`config.mk`:
```
export PLATFORM = sky130hd
export DESIGN_NAME = ftc_timer_cfg
export DESIGN_NICKNAME = d
export VERILOG_FILES = /design/src/core/ftc_pkg.sv /design/src/core/ftc_timer_cfg.sv
export SDC_FILE = /design/constraint.sdc
export NUM_CORES = 1
export LEC_CHECK = 0
export ABC_CLOCK_PERIOD_IN_PS = 6790
export BUFFER_PORTS_ARGS = -buffer_cell sky130_fd_sc_hd__buf_2
export CAP_MARGIN = 20
export CORE_MARGIN = 1
export CORE_UTILIZATION = 60
export CTS_BUF_LIST = sky130_fd_sc_hd__clkbuf_8
export DETAILED_ROUTE_END_ITERATION = 8
export PLACE_DENSITY = 0.91
export SYNTH_ARGS = -nofsm -noshare
export SYNTH_HDL_FRONTEND = slang
export SYNTH_SLANG_ARGS = --single-unit
```
`constraint.sdc`:
```
create_clock -name aclk -period 6.79 [get_ports aclk]
set_clock_uncertainty 0.1 [all_clocks]
set_input_delay 0.3395 -clock aclk [delete_from_list [all_inputs] [get_ports aclk]]
set_output_delay 0.3395 -clock aclk [all_outputs]
set_load 0.02 [all_outputs]
```
`src/core/ftc_pkg.sv`:
```
package ftc_pkg;

   // ****************************************
   // bus and register map (word index, byte address = index * 4)
   // ****************************************
   localparam int ADDR_W = 18;
   localparam int IDX_LSB = 2;
   localparam logic [15:0] IDX_PERIOD = 16'hf400;
   localparam logic [15:0] IDX_EVA = 16'hf404;
   localparam logic [15:0] IDX_EVB = 16'hf406;
   localparam logic [15:0] IDX_CNT = 16'hf408;
   localparam logic [15:0] IDX_CTRL = 16'hf40a;
   localparam logic [15:0] IDX_STAT = 16'hf40b;
   localparam logic [15:0] IDX_MODE = 16'hf40c;
   localparam logic [15:0] IDX_CLK = 16'hf40e;
   localparam logic [15:0] IDX_TRG0 = 16'hf410;
   localparam logic [1:0] RESP_OKAY = 2'h0;
   localparam logic [1:0] RESP_SLVERR = 2'h2;

   // ****************************************
   // field layout and reset values
   // ****************************************
   localparam logic [15:0] CLK_MASK = 16'h0773;
   localparam logic [15:0] MODE_MASK = 16'h0183;
   localparam logic [15:0] TRG0_MASK = 16'h0001;
   localparam logic [15:0] PERIOD_RST = 16'hffff;
   localparam int SRC_LSB = 0;
   localparam int DIV_LSB = 4;
   localparam int XCK_LSB = 8;
   localparam int MODE_LSB = 0;
   localparam int OST_BIT = 7;
   localparam int STPO_BIT = 8;
   localparam int ST0_BIT = 0;
   localparam int CTRL_RUN_BIT = 0;
   localparam int CTRL_CLR_BIT = 1;
   localparam int STAT_RUN_BIT = 0;
   localparam int STAT_OUT_BIT = 1;
   localparam int STAT_FULLA_BIT = 4;
   localparam int STAT_FULLB_BIT = 5;
   localparam logic [2:0] DIV_RESERVED = 3'h7;
   localparam logic [2:0] DIV_MAX = 3'h6;
   localparam logic [5:0] DIV_ALL = 6'h3f;

   // ****************************************
   // input pin vector layout
   // ****************************************
   localparam int PIN_LOW = 0;
   localparam int PIN_OSC = 1;
   localparam int PIN_HIGH = 2;
   localparam int PIN_EXT = 3;
   localparam int PIN_TRIG = 11;
   localparam int PIN_CAPA = 12;
   localparam int PIN_CAPB = 13;
   localparam int NPIN = 14;

   typedef enum logic [1:0] {
      SRC_LOW = 2'h0,
      SRC_OSC = 2'h1,
      SRC_HIGH = 2'h2,
      SRC_EXT = 2'h3
   } ftc_src_type;

   typedef enum logic [1:0] {
      MODE_TIMER = 2'h0,
      MODE_CAPTURE = 2'h1,
      MODE_PWM1 = 2'h2,
      MODE_PWM2 = 2'h3
   } ftc_mode_type;

   typedef enum logic {
      RUN_STOPPED = 1'b0,
      RUN_ACTIVE = 1'b1
   } ftc_run_type;

   typedef struct packed {
      logic [NPIN-1:0] sync1;
      logic [NPIN-1:0] sync2;
      logic [NPIN-1:0] prev;
      logic [15:0] clk_cfg;
      logic [15:0] trg0;
      logic [15:0] mode;
      logic [15:0] period;
      logic [15:0] eva;
      logic [15:0] evb;
      logic [15:0] cnt;
      logic [5:0] div_cnt;
      ftc_run_type run;
      logic out;
      logic hold_low;
      logic full_a;
      logic full_b;
      logic awready;
      logic wready;
      logic aw_got;
      logic w_got;
      logic bvalid;
      logic arready;
      logic rvalid;
      logic [15:0] awidx;
      logic [15:0] wdata;
      logic [1:0] wstrb;
      logic [1:0] bresp;
      logic [15:0] rdata;
      logic [1:0] rresp;
   } ftc_state_type;

   localparam ftc_state_type STATE_RST = '{
      period: PERIOD_RST,
      run: RUN_STOPPED,
      default: '0
   };

endpackage : ftc_pkg

```
`src/core/ftc_timer_cfg.sv`:
```
// Functional notes
// - timer/pwm: one_shot_select 0 reloads, 1 stops after one period.
// - capture auto: each capture overwrites event_reg_a and event_reg_b, read or not.
// - capture auto: the counter restarts from zero at wrap.
// - capture single: a full event register takes no capture until read.
// - capture single: the counter stops at wrap.
// - stop_output_hold 0: output low at stop and until the next period.
// - stop_output_hold 1: level kept at stop, follows the counter on restart.
// - clock_source_sel picks low-speed, oscillator, high-speed or external clock.
// - clock_divide_sel in bits 6 to 4 divides by 1 to 64; code 7 is reserved.
// - ext_clock_input_sel in bits 10 to 8 picks one of eight external pins.
// - trigger_start_disable at bit 0: 0 lets a trigger start the counter, 1 blocks it.
//
// Design decision made here: the AXI4-Lite interface to the registers.
`timescale 1ns/10ps
`default_nettype none
module ftc_timer_cfg (
   input wire logic aclk,
   input wire logic aresetn,
   input wire logic awvalid,
   output logic awready,
   input wire logic [ftc_pkg::ADDR_W-1:0] awaddr,
   input wire logic wvalid,
   output logic wready,
   input wire logic [31:0] wdata,
   input wire logic [3:0] wstrb,
   output logic bvalid,
   input wire logic bready,
   output logic [1:0] bresp,
   input wire logic arvalid,
   output logic arready,
   input wire logic [ftc_pkg::ADDR_W-1:0] araddr,
   output logic rvalid,
   input wire logic rready,
   output logic [31:0] rdata,
   output logic [1:0] rresp,
   input wire logic low_speed_clock,
   input wire logic oscillator_clock,
   input wire logic high_speed_clock,
   input wire logic [7:0] ext_clock_pin,
   input wire logic trigger_in,
   input wire logic capture_in_a,
   input wire logic capture_in_b,
   output logic timer_out,
   output logic counter_running
);

   // ****************************************
   // state
   // ****************************************
   ftc_pkg::ftc_state_type st_reg;
   ftc_pkg::ftc_state_type st_next;
   logic [ftc_pkg::NPIN-1:0] pins;

   assign pins = {capture_in_b, capture_in_a, trigger_in, ext_clock_pin,
      high_speed_clock, oscillator_clock, low_speed_clock};

   function automatic logic [15:0] merge(
      input logic [15:0] old,
      input logic [15:0] data,
      input logic [1:0] strb,
      input logic [15:0] mask
   );
      logic [15:0] m;
      m = old;
      if (strb[0])
      begin
         m[7:0] = data[7:0];
      end
      if (strb[1])
      begin
         m[15:8] = data[15:8];
      end
      return m & mask;
   endfunction : merge

   // ****************************************
   // next state
   // ****************************************
   always_comb
   begin
      logic [ftc_pkg::NPIN-1:0] edges;
      ftc_pkg::ftc_src_type src;
      ftc_pkg::ftc_mode_type mode;
      logic [2:0] div;
      logic [2:0] xck;
      logic [5:0] div_mask;
      logic tick;
      logic pulse;
      logic ost;
      logic stpo;
      logic do_start;
      logic do_stop;
      logic do_clear;
      logic rd_eva;
      logic rd_evb;
      logic wrap;
      logic [15:0] ridx;
      logic [15:0] cnt_n;
      edges = '0;
      src = ftc_pkg::SRC_LOW;
      mode = ftc_pkg::MODE_TIMER;
      div = '0;
      xck = '0;
      div_mask = '0;
      tick = 1'b0;
      pulse = 1'b0;
      ost = 1'b0;
      stpo = 1'b0;
      do_start = 1'b0;
      do_stop = 1'b0;
      do_clear = 1'b0;
      rd_eva = 1'b0;
      rd_evb = 1'b0;
      wrap = 1'b0;
      ridx = '0;
      cnt_n = '0;
      st_next = st_reg;

      // two-stage synchronisers; only the second stage feeds the edge detect
      st_next.sync1 = pins;
      st_next.sync2 = st_reg.sync1;
      st_next.prev = st_reg.sync2;
      edges = st_reg.sync2 & ~st_reg.prev;

      src = ftc_pkg::ftc_src_type'(st_reg.clk_cfg[ftc_pkg::SRC_LSB +: 2]);
      mode = ftc_pkg::ftc_mode_type'(st_reg.mode[ftc_pkg::MODE_LSB +: 2]);
      div = st_reg.clk_cfg[ftc_pkg::DIV_LSB +: 3];
      xck = st_reg.clk_cfg[ftc_pkg::XCK_LSB +: 3];
      ost = st_reg.mode[ftc_pkg::OST_BIT];
      stpo = st_reg.mode[ftc_pkg::STPO_BIT];

      // ****************************************
      // clock source and prescaler
      // ****************************************
      // sources are selected as tick enables, never as clocks, so no runt pulse
      unique case (src)
         ftc_pkg::SRC_LOW: tick = edges[ftc_pkg::PIN_LOW];
         ftc_pkg::SRC_OSC: tick = edges[ftc_pkg::PIN_OSC];
         ftc_pkg::SRC_HIGH: tick = edges[ftc_pkg::PIN_HIGH];
         ftc_pkg::SRC_EXT: tick = edges[ftc_pkg::PIN_EXT + int'(xck)];
      endcase
      // reserved code falls back to the largest ratio
      if (div == ftc_pkg::DIV_RESERVED)
      begin
         div = ftc_pkg::DIV_MAX;
      end
      div_mask = ~(ftc_pkg::DIV_ALL << div);
      pulse = tick && ((st_reg.div_cnt & div_mask) == div_mask);
      if (tick)
      begin
         st_next.div_cnt = st_reg.div_cnt + 6'h01;
      end

      // ****************************************
      // register bus: write
      // ****************************************
      if (awvalid && st_reg.awready)
      begin
         st_next.aw_got = 1'b1;
         st_next.awidx = awaddr[ftc_pkg::ADDR_W-1:ftc_pkg::IDX_LSB];
      end
      if (wvalid && st_reg.wready)
      begin
         st_next.w_got = 1'b1;
         st_next.wdata = wdata[15:0];
         st_next.wstrb = wstrb[1:0];
      end
      if (bvalid && bready)
      begin
         st_next.bvalid = 1'b0;
      end
      if (st_reg.aw_got && st_reg.w_got && !st_reg.bvalid)
      begin
         st_next.aw_got = 1'b0;
         st_next.w_got = 1'b0;
         st_next.bvalid = 1'b1;
         st_next.bresp = ftc_pkg::RESP_OKAY;
         case (st_reg.awidx)
            ftc_pkg::IDX_CLK:
            begin
               st_next.clk_cfg = merge(st_reg.clk_cfg, st_reg.wdata, st_reg.wstrb,
                  ftc_pkg::CLK_MASK);
               // restart the prescaler so a new ratio starts from a clean phase
               st_next.div_cnt = '0;
            end
            ftc_pkg::IDX_TRG0:
               st_next.trg0 = merge(st_reg.trg0, st_reg.wdata, st_reg.wstrb,
                  ftc_pkg::TRG0_MASK);
            ftc_pkg::IDX_MODE:
               st_next.mode = merge(st_reg.mode, st_reg.wdata, st_reg.wstrb,
                  ftc_pkg::MODE_MASK);
            ftc_pkg::IDX_PERIOD:
               st_next.period = merge(st_reg.period, st_reg.wdata, st_reg.wstrb, '1);
            ftc_pkg::IDX_EVA:
               st_next.eva = merge(st_reg.eva, st_reg.wdata, st_reg.wstrb, '1);
            ftc_pkg::IDX_EVB:
               st_next.evb = merge(st_reg.evb, st_reg.wdata, st_reg.wstrb, '1);
            ftc_pkg::IDX_CTRL:
            begin
               if (st_reg.wstrb[0])
               begin
                  do_start = st_reg.wdata[ftc_pkg::CTRL_RUN_BIT];
                  do_stop = !st_reg.wdata[ftc_pkg::CTRL_RUN_BIT];
                  do_clear = st_reg.wdata[ftc_pkg::CTRL_CLR_BIT];
               end
            end
            ftc_pkg::IDX_CNT, ftc_pkg::IDX_STAT: ;
            default: st_next.bresp = ftc_pkg::RESP_SLVERR;
         endcase
      end
      st_next.awready = !st_next.aw_got && !st_next.bvalid;
      st_next.wready = !st_next.w_got && !st_next.bvalid;

      // ****************************************
      // register bus: read
      // ****************************************
      if (rvalid && rready)
      begin
         st_next.rvalid = 1'b0;
      end
      if (arvalid && st_reg.arready)
      begin
         ridx = araddr[ftc_pkg::ADDR_W-1:ftc_pkg::IDX_LSB];
         st_next.rvalid = 1'b1;
         st_next.rresp = ftc_pkg::RESP_OKAY;
         st_next.rdata = '0;
         case (ridx)
            ftc_pkg::IDX_CLK: st_next.rdata = st_reg.clk_cfg;
            ftc_pkg::IDX_TRG0: st_next.rdata = st_reg.trg0;
            ftc_pkg::IDX_MODE: st_next.rdata = st_reg.mode;
            ftc_pkg::IDX_PERIOD: st_next.rdata = st_reg.period;
            ftc_pkg::IDX_EVA:
            begin
               st_next.rdata = st_reg.eva;
               rd_eva = 1'b1;
            end
            ftc_pkg::IDX_EVB:
            begin
               st_next.rdata = st_reg.evb;
               rd_evb = 1'b1;
            end
            ftc_pkg::IDX_CNT: st_next.rdata = st_reg.cnt;
            ftc_pkg::IDX_CTRL: st_next.rdata[ftc_pkg::CTRL_RUN_BIT] = st_reg.run;
            ftc_pkg::IDX_STAT:
            begin
               st_next.rdata[ftc_pkg::STAT_RUN_BIT] = st_reg.run;
               st_next.rdata[ftc_pkg::STAT_OUT_BIT] = st_reg.out;
               st_next.rdata[ftc_pkg::STAT_FULLA_BIT] = st_reg.full_a;
               st_next.rdata[ftc_pkg::STAT_FULLB_BIT] = st_reg.full_b;
            end
            default: st_next.rresp = ftc_pkg::RESP_SLVERR;
         endcase
      end
      st_next.arready = !st_next.rvalid;
      // a read releases the event register; a capture in the same cycle wins below, unless single mode finds the register already full
      if (rd_eva)
      begin
         st_next.full_a = 1'b0;
      end
      if (rd_evb)
      begin
         st_next.full_b = 1'b0;
      end

      // ****************************************
      // trigger start
      // ****************************************
      if (edges[ftc_pkg::PIN_TRIG] && !st_reg.trg0[ftc_pkg::ST0_BIT]
         && st_reg.run == ftc_pkg::RUN_STOPPED)
      begin
         do_start = 1'b1;
      end

      // ****************************************
      // counter
      // ****************************************
      cnt_n = st_reg.cnt;
      if (st_reg.run == ftc_pkg::RUN_ACTIVE && pulse)
      begin
         if (st_reg.cnt == st_reg.period)
         begin
            wrap = 1'b1;
            cnt_n = '0;
            if (ost)
            begin
               do_stop = 1'b1;
            end
         end
         else
         begin
            cnt_n = st_reg.cnt + 16'h0001;
         end
      end
      if (do_clear)
      begin
         cnt_n = '0;
      end
      st_next.cnt = cnt_n;

      // ****************************************
      // capture
      // ****************************************
      if (mode == ftc_pkg::MODE_CAPTURE && st_reg.run == ftc_pkg::RUN_ACTIVE)
      begin
         if (edges[ftc_pkg::PIN_CAPA] && (!ost || !st_reg.full_a))
         begin
            st_next.eva = st_reg.cnt;
            st_next.full_a = 1'b1;
         end
         if (edges[ftc_pkg::PIN_CAPB] && (!ost || !st_reg.full_b))
         begin
            st_next.evb = st_reg.cnt;
            st_next.full_b = 1'b1;
         end
      end

      // ****************************************
      // run state and output
      // ****************************************
      if (wrap || do_clear)
      begin
         st_next.hold_low = 1'b0;
      end
      if (st_reg.run == ftc_pkg::RUN_ACTIVE && !do_stop)
      begin
         if (mode == ftc_pkg::MODE_CAPTURE || st_next.hold_low)
         begin
            st_next.out = 1'b0;
         end
         else
         begin
            unique case (mode)
               ftc_pkg::MODE_TIMER: st_next.out = st_reg.out ^ wrap;
               ftc_pkg::MODE_CAPTURE: st_next.out = 1'b0;
               ftc_pkg::MODE_PWM1: st_next.out = cnt_n < st_reg.eva;
               ftc_pkg::MODE_PWM2: st_next.out = (cnt_n >= st_reg.eva) && (cnt_n < st_reg.evb);
            endcase
         end
      end
      if (do_stop && st_reg.run == ftc_pkg::RUN_ACTIVE)
      begin
         st_next.run = ftc_pkg::RUN_STOPPED;
         // level is frozen by not updating it while stopped
         if (!stpo || mode == ftc_pkg::MODE_CAPTURE)
         begin
            st_next.out = 1'b0;
            st_next.hold_low = 1'b1;
         end
      end
      else if (do_start)
      begin
         st_next.run = ftc_pkg::RUN_ACTIVE;
      end
   end

   always_ff @(posedge aclk)
   begin
      if (!aresetn)
      begin
         st_reg <= ftc_pkg::STATE_RST;
      end
      else
      begin
         st_reg <= st_next;
      end
   end

   // ****************************************
   // outputs
   // ****************************************
   assign awready = st_reg.awready;
   assign wready = st_reg.wready;
   assign bvalid = st_reg.bvalid;
   assign bresp = st_reg.bresp;
   assign arready = st_reg.arready;
   assign rvalid = st_reg.rvalid;
   assign rdata = {16'h0000, st_reg.rdata};
   assign rresp = st_reg.rresp;
   assign timer_out = st_reg.out;
   assign counter_running = st_reg.run;

endmodule : ftc_timer_cfg
`default_nettype wire

```
---- Word level (Yosys, flattened, before mapping) ----
Index checks and enable logic that the tools add are counted.
word-level totals
  logic and storage cells ................. 187
  output and inout port bits .............. 43
  bits in registers ....................... 191
  input port bits ......................... 93
operators by class
  shift operators ......................... 1
  bitwise operators ....................... 7
  reductions and logical operators ........ 49
  multiplexer cells ....................... 64
  equal/unequal tests ..................... 27
  $add $sub $neg .......................... 3
  order comparisons ....................... 4
operators by type and width
  cell                   count
  $eq 16x16->1 const B   18
  $mux 16                7
  $mux 32                2
  $pmux 10 s6            1
  $mux 1                 33
  $lt 16x16->1           2
  $mux 8                 4
  $reduce_and 3->1       7
  $logic_and 1x1->1      19
  $mux 6                 3
  $reduce_or 9->1        2
  $add 16x1->16 const B  1
  $eq 16x16->1           1
  $ge 16x16->1           1
  $and 14x14->14         1
  $not 14->14            1
  $logic_not 1->1        12
  $pmux 2 s6             1
  $mux 2                 5
  $eq 2x2->1 const B     4
  $pmux 1 s4             2
  $pmux 1 s8             1
  $pmux 2 s4             1
  $pmux 1 s7             1
  other kinds (16)       25

---- Depth between registers and ports, before layout ----
  depth in word-level cells ............... 17
  mapped depth ............................ 21

---- Least setup slack after synthesis ----
Ideal clock, no wire load.
  path kind ............................... register to register
  start point ............................. register st_reg[176] in the netlist's numbering
  end point ............................... register st_reg, in the netlist timer_out
  setup slack ............................. 2.333 ns
  data arrival time ....................... 4.272 ns
  stages on the path, launching flop included .. 22
  data required time ...................... 6.606 ns
  library setup time ...................... 0.084 ns
  path through ............................ dfxtp_1 -> buf_6 -> inv_2 -> ha_1 -> xor2_1 -> mux4_2 -> a311oi_2 -> a21oi_2 -> and2_1 -> buf_4 -> nand4_1 -> xor2_1 -> nor2_1 -> ha_1 -> nand4_1 -> nor2_1 -> and3_1 -> o221a_2 -> nor3_1 -> o31a_1 -> or4_4 -> o31ai_2
RTL lines
  item                      RTL line              text
  start: declaration        ftc_timer_cfg.sv:51   ftc_pkg::ftc_state_type st_reg;
  start signal: assignment  ftc_timer_cfg.sv:361  st_reg <= ftc_pkg::STATE_RST;
  start signal: assignment  ftc_timer_cfg.sv:365  st_reg <= st_next;

==> results.txt <==
----------------------------------------------------
[Clocking]
  Clk_lat worst skew ... 0.50 ns
  Post-CTS setup-driven buffer insertion count ... 0
  Max H-tree Level ... 4
  Number of buffers between clock root and the deepest sink ... 2
  Clock sinks ... between 150 and 200
  Clock tree from TritonCTS ... yes
  Clock Pin Slew Worst Setup and Hold Paths ... ~0.11 ns
  Clock root buffer ... sky130_fd_sc_hd__clkbuf_8
  Number of buffers added by the clock tree synthesis step ... 17

[GRT]
  All-layer global routing usage ... around a third
  Vias in the first global route ... 7930
  Wire length of the first global-routing pass ... 40.37 mm
  Congestion Overflow GR ... 0
  Initial antenna violation count ... 0
  Pin count of the biggest net entering global routing ... 73

[Power]
  Part of the total power dissipated in combinational logic ... 6.8%
  Int Power ... 1.505 mW
  Pwr Total ... approximately 2.1 mW
  Clock Power Share ... 37.2%
  Static leakage power ... 4.228 nW
  Share of power burned in registers ... 55.9%
  Total power per unit cell area ... ~200 mW/mm^2
  Switching part of the total ... between 20% and 30%
  Net switching power of the design ... 0.5613 mW
  Peak supply drop ... 200.4 uV

[Critical path]
  Endpoint arrival time on the critical path ... 5.50 ns
  Setup CP Type ... flip-flop to flip-flop
  Biggest fanout along the worst timing path ... 10
  Critical path startpoint category ... flip-flop
  Endpoint type of the worst setup path ... flip-flop
  Required @ worst endpoint ... 7.11 ns

[Synthesis]
  Top_reg_cell synth ... sky130_fd_sc_hd__dfxtp_1
  Number of enable flip-flop cells after synthesis ... 0
  Syn Std Cell Area ... 0.009210 mm^2
  Count of cell types in the netlist ... 82
  Number of register bits inferred by synthesis ... 189
  Post-synthesis area per instance ... 8.632 um^2
  Yosys Warn Count ... 0
  Proportion of synthesized chip area in sequential cells ... 41.08%
  Synth Instances ... 1067
  Fraction of registers with async set or reset after synthesis ... 0%

[Placed design]
  Inst Count DP ... 1275
  Buffers on Ports ... between 90 and 100
  Final RePlAce weighted congestion ... 0.9728
  HPWL after detailed placement ... 16.68 mm

[Drt]
  Number of vias after detailed routing ... 8145
  Total iterations of the first detailed-routing run ... 5
  Initial DRC count ... 814
  Wire length reported by the detailed router ... 25.00 mm
  Via density per instance ... 6.011
  Count of antenna-violating nets left after detailed routing ... 0
  Detailed-route wire length per cell ... 18.45 um
  DRC ... 0

[Die]
  Horizontal die dimension ... between 100 and 150 um
  Number of primary I/O pins ... 136
  Effective utilization at floorplan ... 62.42%
  Full die area ... 0.01585 mm^2
  Die extent in y ... 125.9 um
  Total core area ... between 0.01 and 0.015 mm^2
  Std cell rows ... 44

[Cells and area]
  Ant. Diodes ... 0
  Register area ... 0.003784 mm^2
  Total Nets Final ... ~1300
  Number of standard cells in the final layout excluding fillers ... 1355
  Fill cell count ... 1135
  Area Overhead vs Synth ... 13.00%
  Multi-input combinational cell area ... 0.004808 mm^2
  Number of flip-flops under the largest register name ... 136
  Share of post-route cells with drive strength above 1 ... 13.75%

[Run status]
  Result of the run ... completed

[Timing]
  Finish-stage setup viols ... 0
  Max Transition Viols Final ... 0
  Final Cycle Share ... 76.17%
  Time the final worst path needs with I/O delays and setup ... ~5.2 ns
  Unrepaired setup endpoints after global routing ... false
  Actual slew at the worst max-slew pin ... 1.143 ns
  Relative max-transition margin ... 23.31%
  Hold Fails Final Rpt ... 0
  Max frequency ... roughly 190 MHz
  Post-Route Setup TNS ... 0 ns

[Worst hold path]
  Type of the worst min-delay path ... primary input to flip-flop

[Job]
  Number of violations of the max-capacitance limit ... 0

----------------------------------------------------
## cell usage in the layout, fill, tap and decap left out, types with 4 or more instances in the layout
cell	instances
sky130_fd_sc_hd__a2bb2oi_1	5
sky130_fd_sc_hd__buf_2	95
sky130_fd_sc_hd__nand3_1	29
sky130_fd_sc_hd__a21o_1	8
sky130_fd_sc_hd__a211oi_1	33
sky130_fd_sc_hd__buf_4	6
sky130_fd_sc_hd__nand2_1	125
sky130_fd_sc_hd__a22oi_1	12
sky130_fd_sc_hd__a31oi_1	7
sky130_fd_sc_hd__a21boi_0	4
sky130_fd_sc_hd__nor2_1	121
sky130_fd_sc_hd__a22o_1	6
sky130_fd_sc_hd__dlygate4sd3_1	46
sky130_fd_sc_hd__and2_1	49
sky130_fd_sc_hd__inv_8	5
sky130_fd_sc_hd__nor3_1	10
sky130_fd_sc_hd__inv_1	43
sky130_fd_sc_hd__clkbuf_8	17
sky130_fd_sc_hd__and3_1	14
sky130_fd_sc_hd__nor2b_1	9
sky130_fd_sc_hd__mux2i_1	53
sky130_fd_sc_hd__a21oi_1	54
sky130_fd_sc_hd__nor3b_1	4
sky130_fd_sc_hd__ha_1	34
sky130_fd_sc_hd__xnor2_1	24
sky130_fd_sc_hd__dfxtp_1	189
sky130_fd_sc_hd__nor4_1	4
sky130_fd_sc_hd__a222oi_1	8
sky130_fd_sc_hd__nand4_1	16
sky130_fd_sc_hd__a221oi_1	9
sky130_fd_sc_hd__conb_1	18
sky130_fd_sc_hd__xor2_1	12
sky130_fd_sc_hd__o21ai_0	18
## worst max-delay path, stage by stage, from the launching register on
cell and delay [ns]:
sky130_fd_sc_hd__dfxtp_1 0.55, sky130_fd_sc_hd__inv_2 0.11, sky130_fd_sc_hd__ha_1 0.36, sky130_fd_sc_hd__a2111oi_1 0.49, sky130_fd_sc_hd__a211oi_2 0.13, sky130_fd_sc_hd__a21oi_2 0.39
sky130_fd_sc_hd__and2_1 0.42, sky130_fd_sc_hd__nand4_1 0.16, sky130_fd_sc_hd__xor2_1 0.21, sky130_fd_sc_hd__nor2_1 0.08, sky130_fd_sc_hd__ha_1 0.32, sky130_fd_sc_hd__o21ai_0 0.08
sky130_fd_sc_hd__o21ai_0 0.18, sky130_fd_sc_hd__o2111ai_1 0.15, sky130_fd_sc_hd__a31oi_1 0.27, sky130_fd_sc_hd__nor3_1 0.10, sky130_fd_sc_hd__o31a_1 0.24, sky130_fd_sc_hd__or4_4 0.54
sky130_fd_sc_hd__o31ai_2 0.21
## synthesized netlist by cell type (3+ instances only)
cell type / count / share of area [%]
sky130_fd_sc_hd__a31oi_1: 7 / 0.48
sky130_fd_sc_hd__a2bb2oi_1: 5 / 0.48
sky130_fd_sc_hd__and2_1: 49 / 3.3
sky130_fd_sc_hd__buf_4: 37 / 3.0
sky130_fd_sc_hd__clkbuf_1: 47 / 1.9
sky130_fd_sc_hd__a21oi_1: 54 / 2.9
sky130_fd_sc_hd__and4_1: 3 / 0.29
sky130_fd_sc_hd__nor3b_1: 4 / 0.33
sky130_fd_sc_hd__a22o_1: 6 / 0.57
sky130_fd_sc_hd__nor2_1: 121 / 4.9
sky130_fd_sc_hd__nor4_1: 4 / 0.27
sky130_fd_sc_hd__dfxtp_1: 189 / 41
sky130_fd_sc_hd__a22oi_1: 12 / 0.98
sky130_fd_sc_hd__xnor2_1: 24 / 2.3
sky130_fd_sc_hd__nand2b_1: 3 / 0.20
sky130_fd_sc_hd__and3_1: 14 / 0.95
sky130_fd_sc_hd__nand3_1: 29 / 1.6
sky130_fd_sc_hd__a21boi_0: 4 / 0.33
sky130_fd_sc_hd__nor2b_1: 9 / 0.61
sky130_fd_sc_hd__nand3b_1: 3 / 0.24
sky130_fd_sc_hd__a221oi_1: 9 / 0.86
sky130_fd_sc_hd__a21o_1: 8 / 0.65
sky130_fd_sc_hd__ha_1: 34 / 4.6
sky130_fd_sc_hd__nor3_1: 10 / 0.54
sky130_fd_sc_hd__buf_1: 3 / 0.12
sky130_fd_sc_hd__a211oi_1: 33 / 2.7
sky130_fd_sc_hd__a222oi_1: 8 / 0.87
sky130_fd_sc_hd__nand4_1: 16 / 1.1
sky130_fd_sc_hd__inv_1: 43 / 1.8
sky130_fd_sc_hd__xor2_1: 12 / 1.1
sky130_fd_sc_hd__mux2i_1: 53 / 5.8
sky130_fd_sc_hd__nand2_1: 125 / 5.1
sky130_fd_sc_hd__o21ai_0: 18 / 0.98
sky130_fd_sc_hd__buf_2: 5 / 0.27
## power by group through the flow
stage	Clock, mW	Sequential, mW	Combinational (mW)
final	0.769	1.16	0.141
after detailed placement	0	1.18	0.117
after floorplan	0	1.18	0.0871
after CTS	0.766	1.15	0.137
after global routing	0.818	1.16	0.155
after global placement	0	1.18	0.114
## stage by stage
stage / worst slack, ns / utilization (%) / hold WS, ns / instance area, um^2
floorplan: 2.333 / - / 0.3119 / 9274
global placement: 1.782 / 64.47 / 0.3136 / 9512
detailed placement: 1.717 / 64.47 / 0.3214 / 9512
CTS: 1.680 / 70.34 / 0.03125 / 10380
global route: 1.240 / 70.54 / 0.02142 / 10410
finish: 1.618 / 70.54 / 0.006972 / 10410
## routing by layer
layer | global-route usage (%) | part of all wire, %
met5 | 0 | 0
met4 | 16.80 | 4.3
met3 | 7.009 | 7.8
met2 | 53.88 | 47
met1 | 40.51 | 40
## final timing paths
check / start / endpoint / slack [ns] / depth (start not counted)
hold reg to reg: st_next[211]$_SDFF_PN0_ / st_next[197]$_SDFF_PN0_ / 0.35 / 1
hold / removal: awaddr[6] / st_reg[42]$_SDFFE_PN0P_ / 0.007 / 3
setup reg to reg: st_reg[176]$_SDFFE_PN0P_ / timer_out$_SDFF_PN0_ / 1.62 / 18
setup / recovery: st_reg[176]$_SDFFE_PN0P_ / timer_out$_SDFF_PN0_ / 1.62 / 18
## cell families (layout without fill, tap and decap cells)
logic type      after synthesis  after routing  share of synthesized area [%]
simple gates                418            418                          22.21
compound gates              194            194                          14.85
flops                       189            189                          41.08
buf+inv                     139            226                          7.404
mux                          56             56                          6.371
xor+xnor                     36             36                          3.423
fa+ha+maj                    34             34                          4.619
other cells                   1             18                        0.04072
## cell type report
type                    count  area share, %
flip-flops and latches    189          36.35
multi-input cells         756          46.20
well taps                 184          2.212
inverters                  45          1.623
clock inverters            15          1.647
clock buffers              17          2.248
repair buffers            149          9.714
## timing repair
action                                 in CTS  in global routing
endpoints found under the hold margin      46                  0
resized for setup                           0                  0
hold buffers                               46                  0
Note: power is estimated with default switching activity, not from simulation.
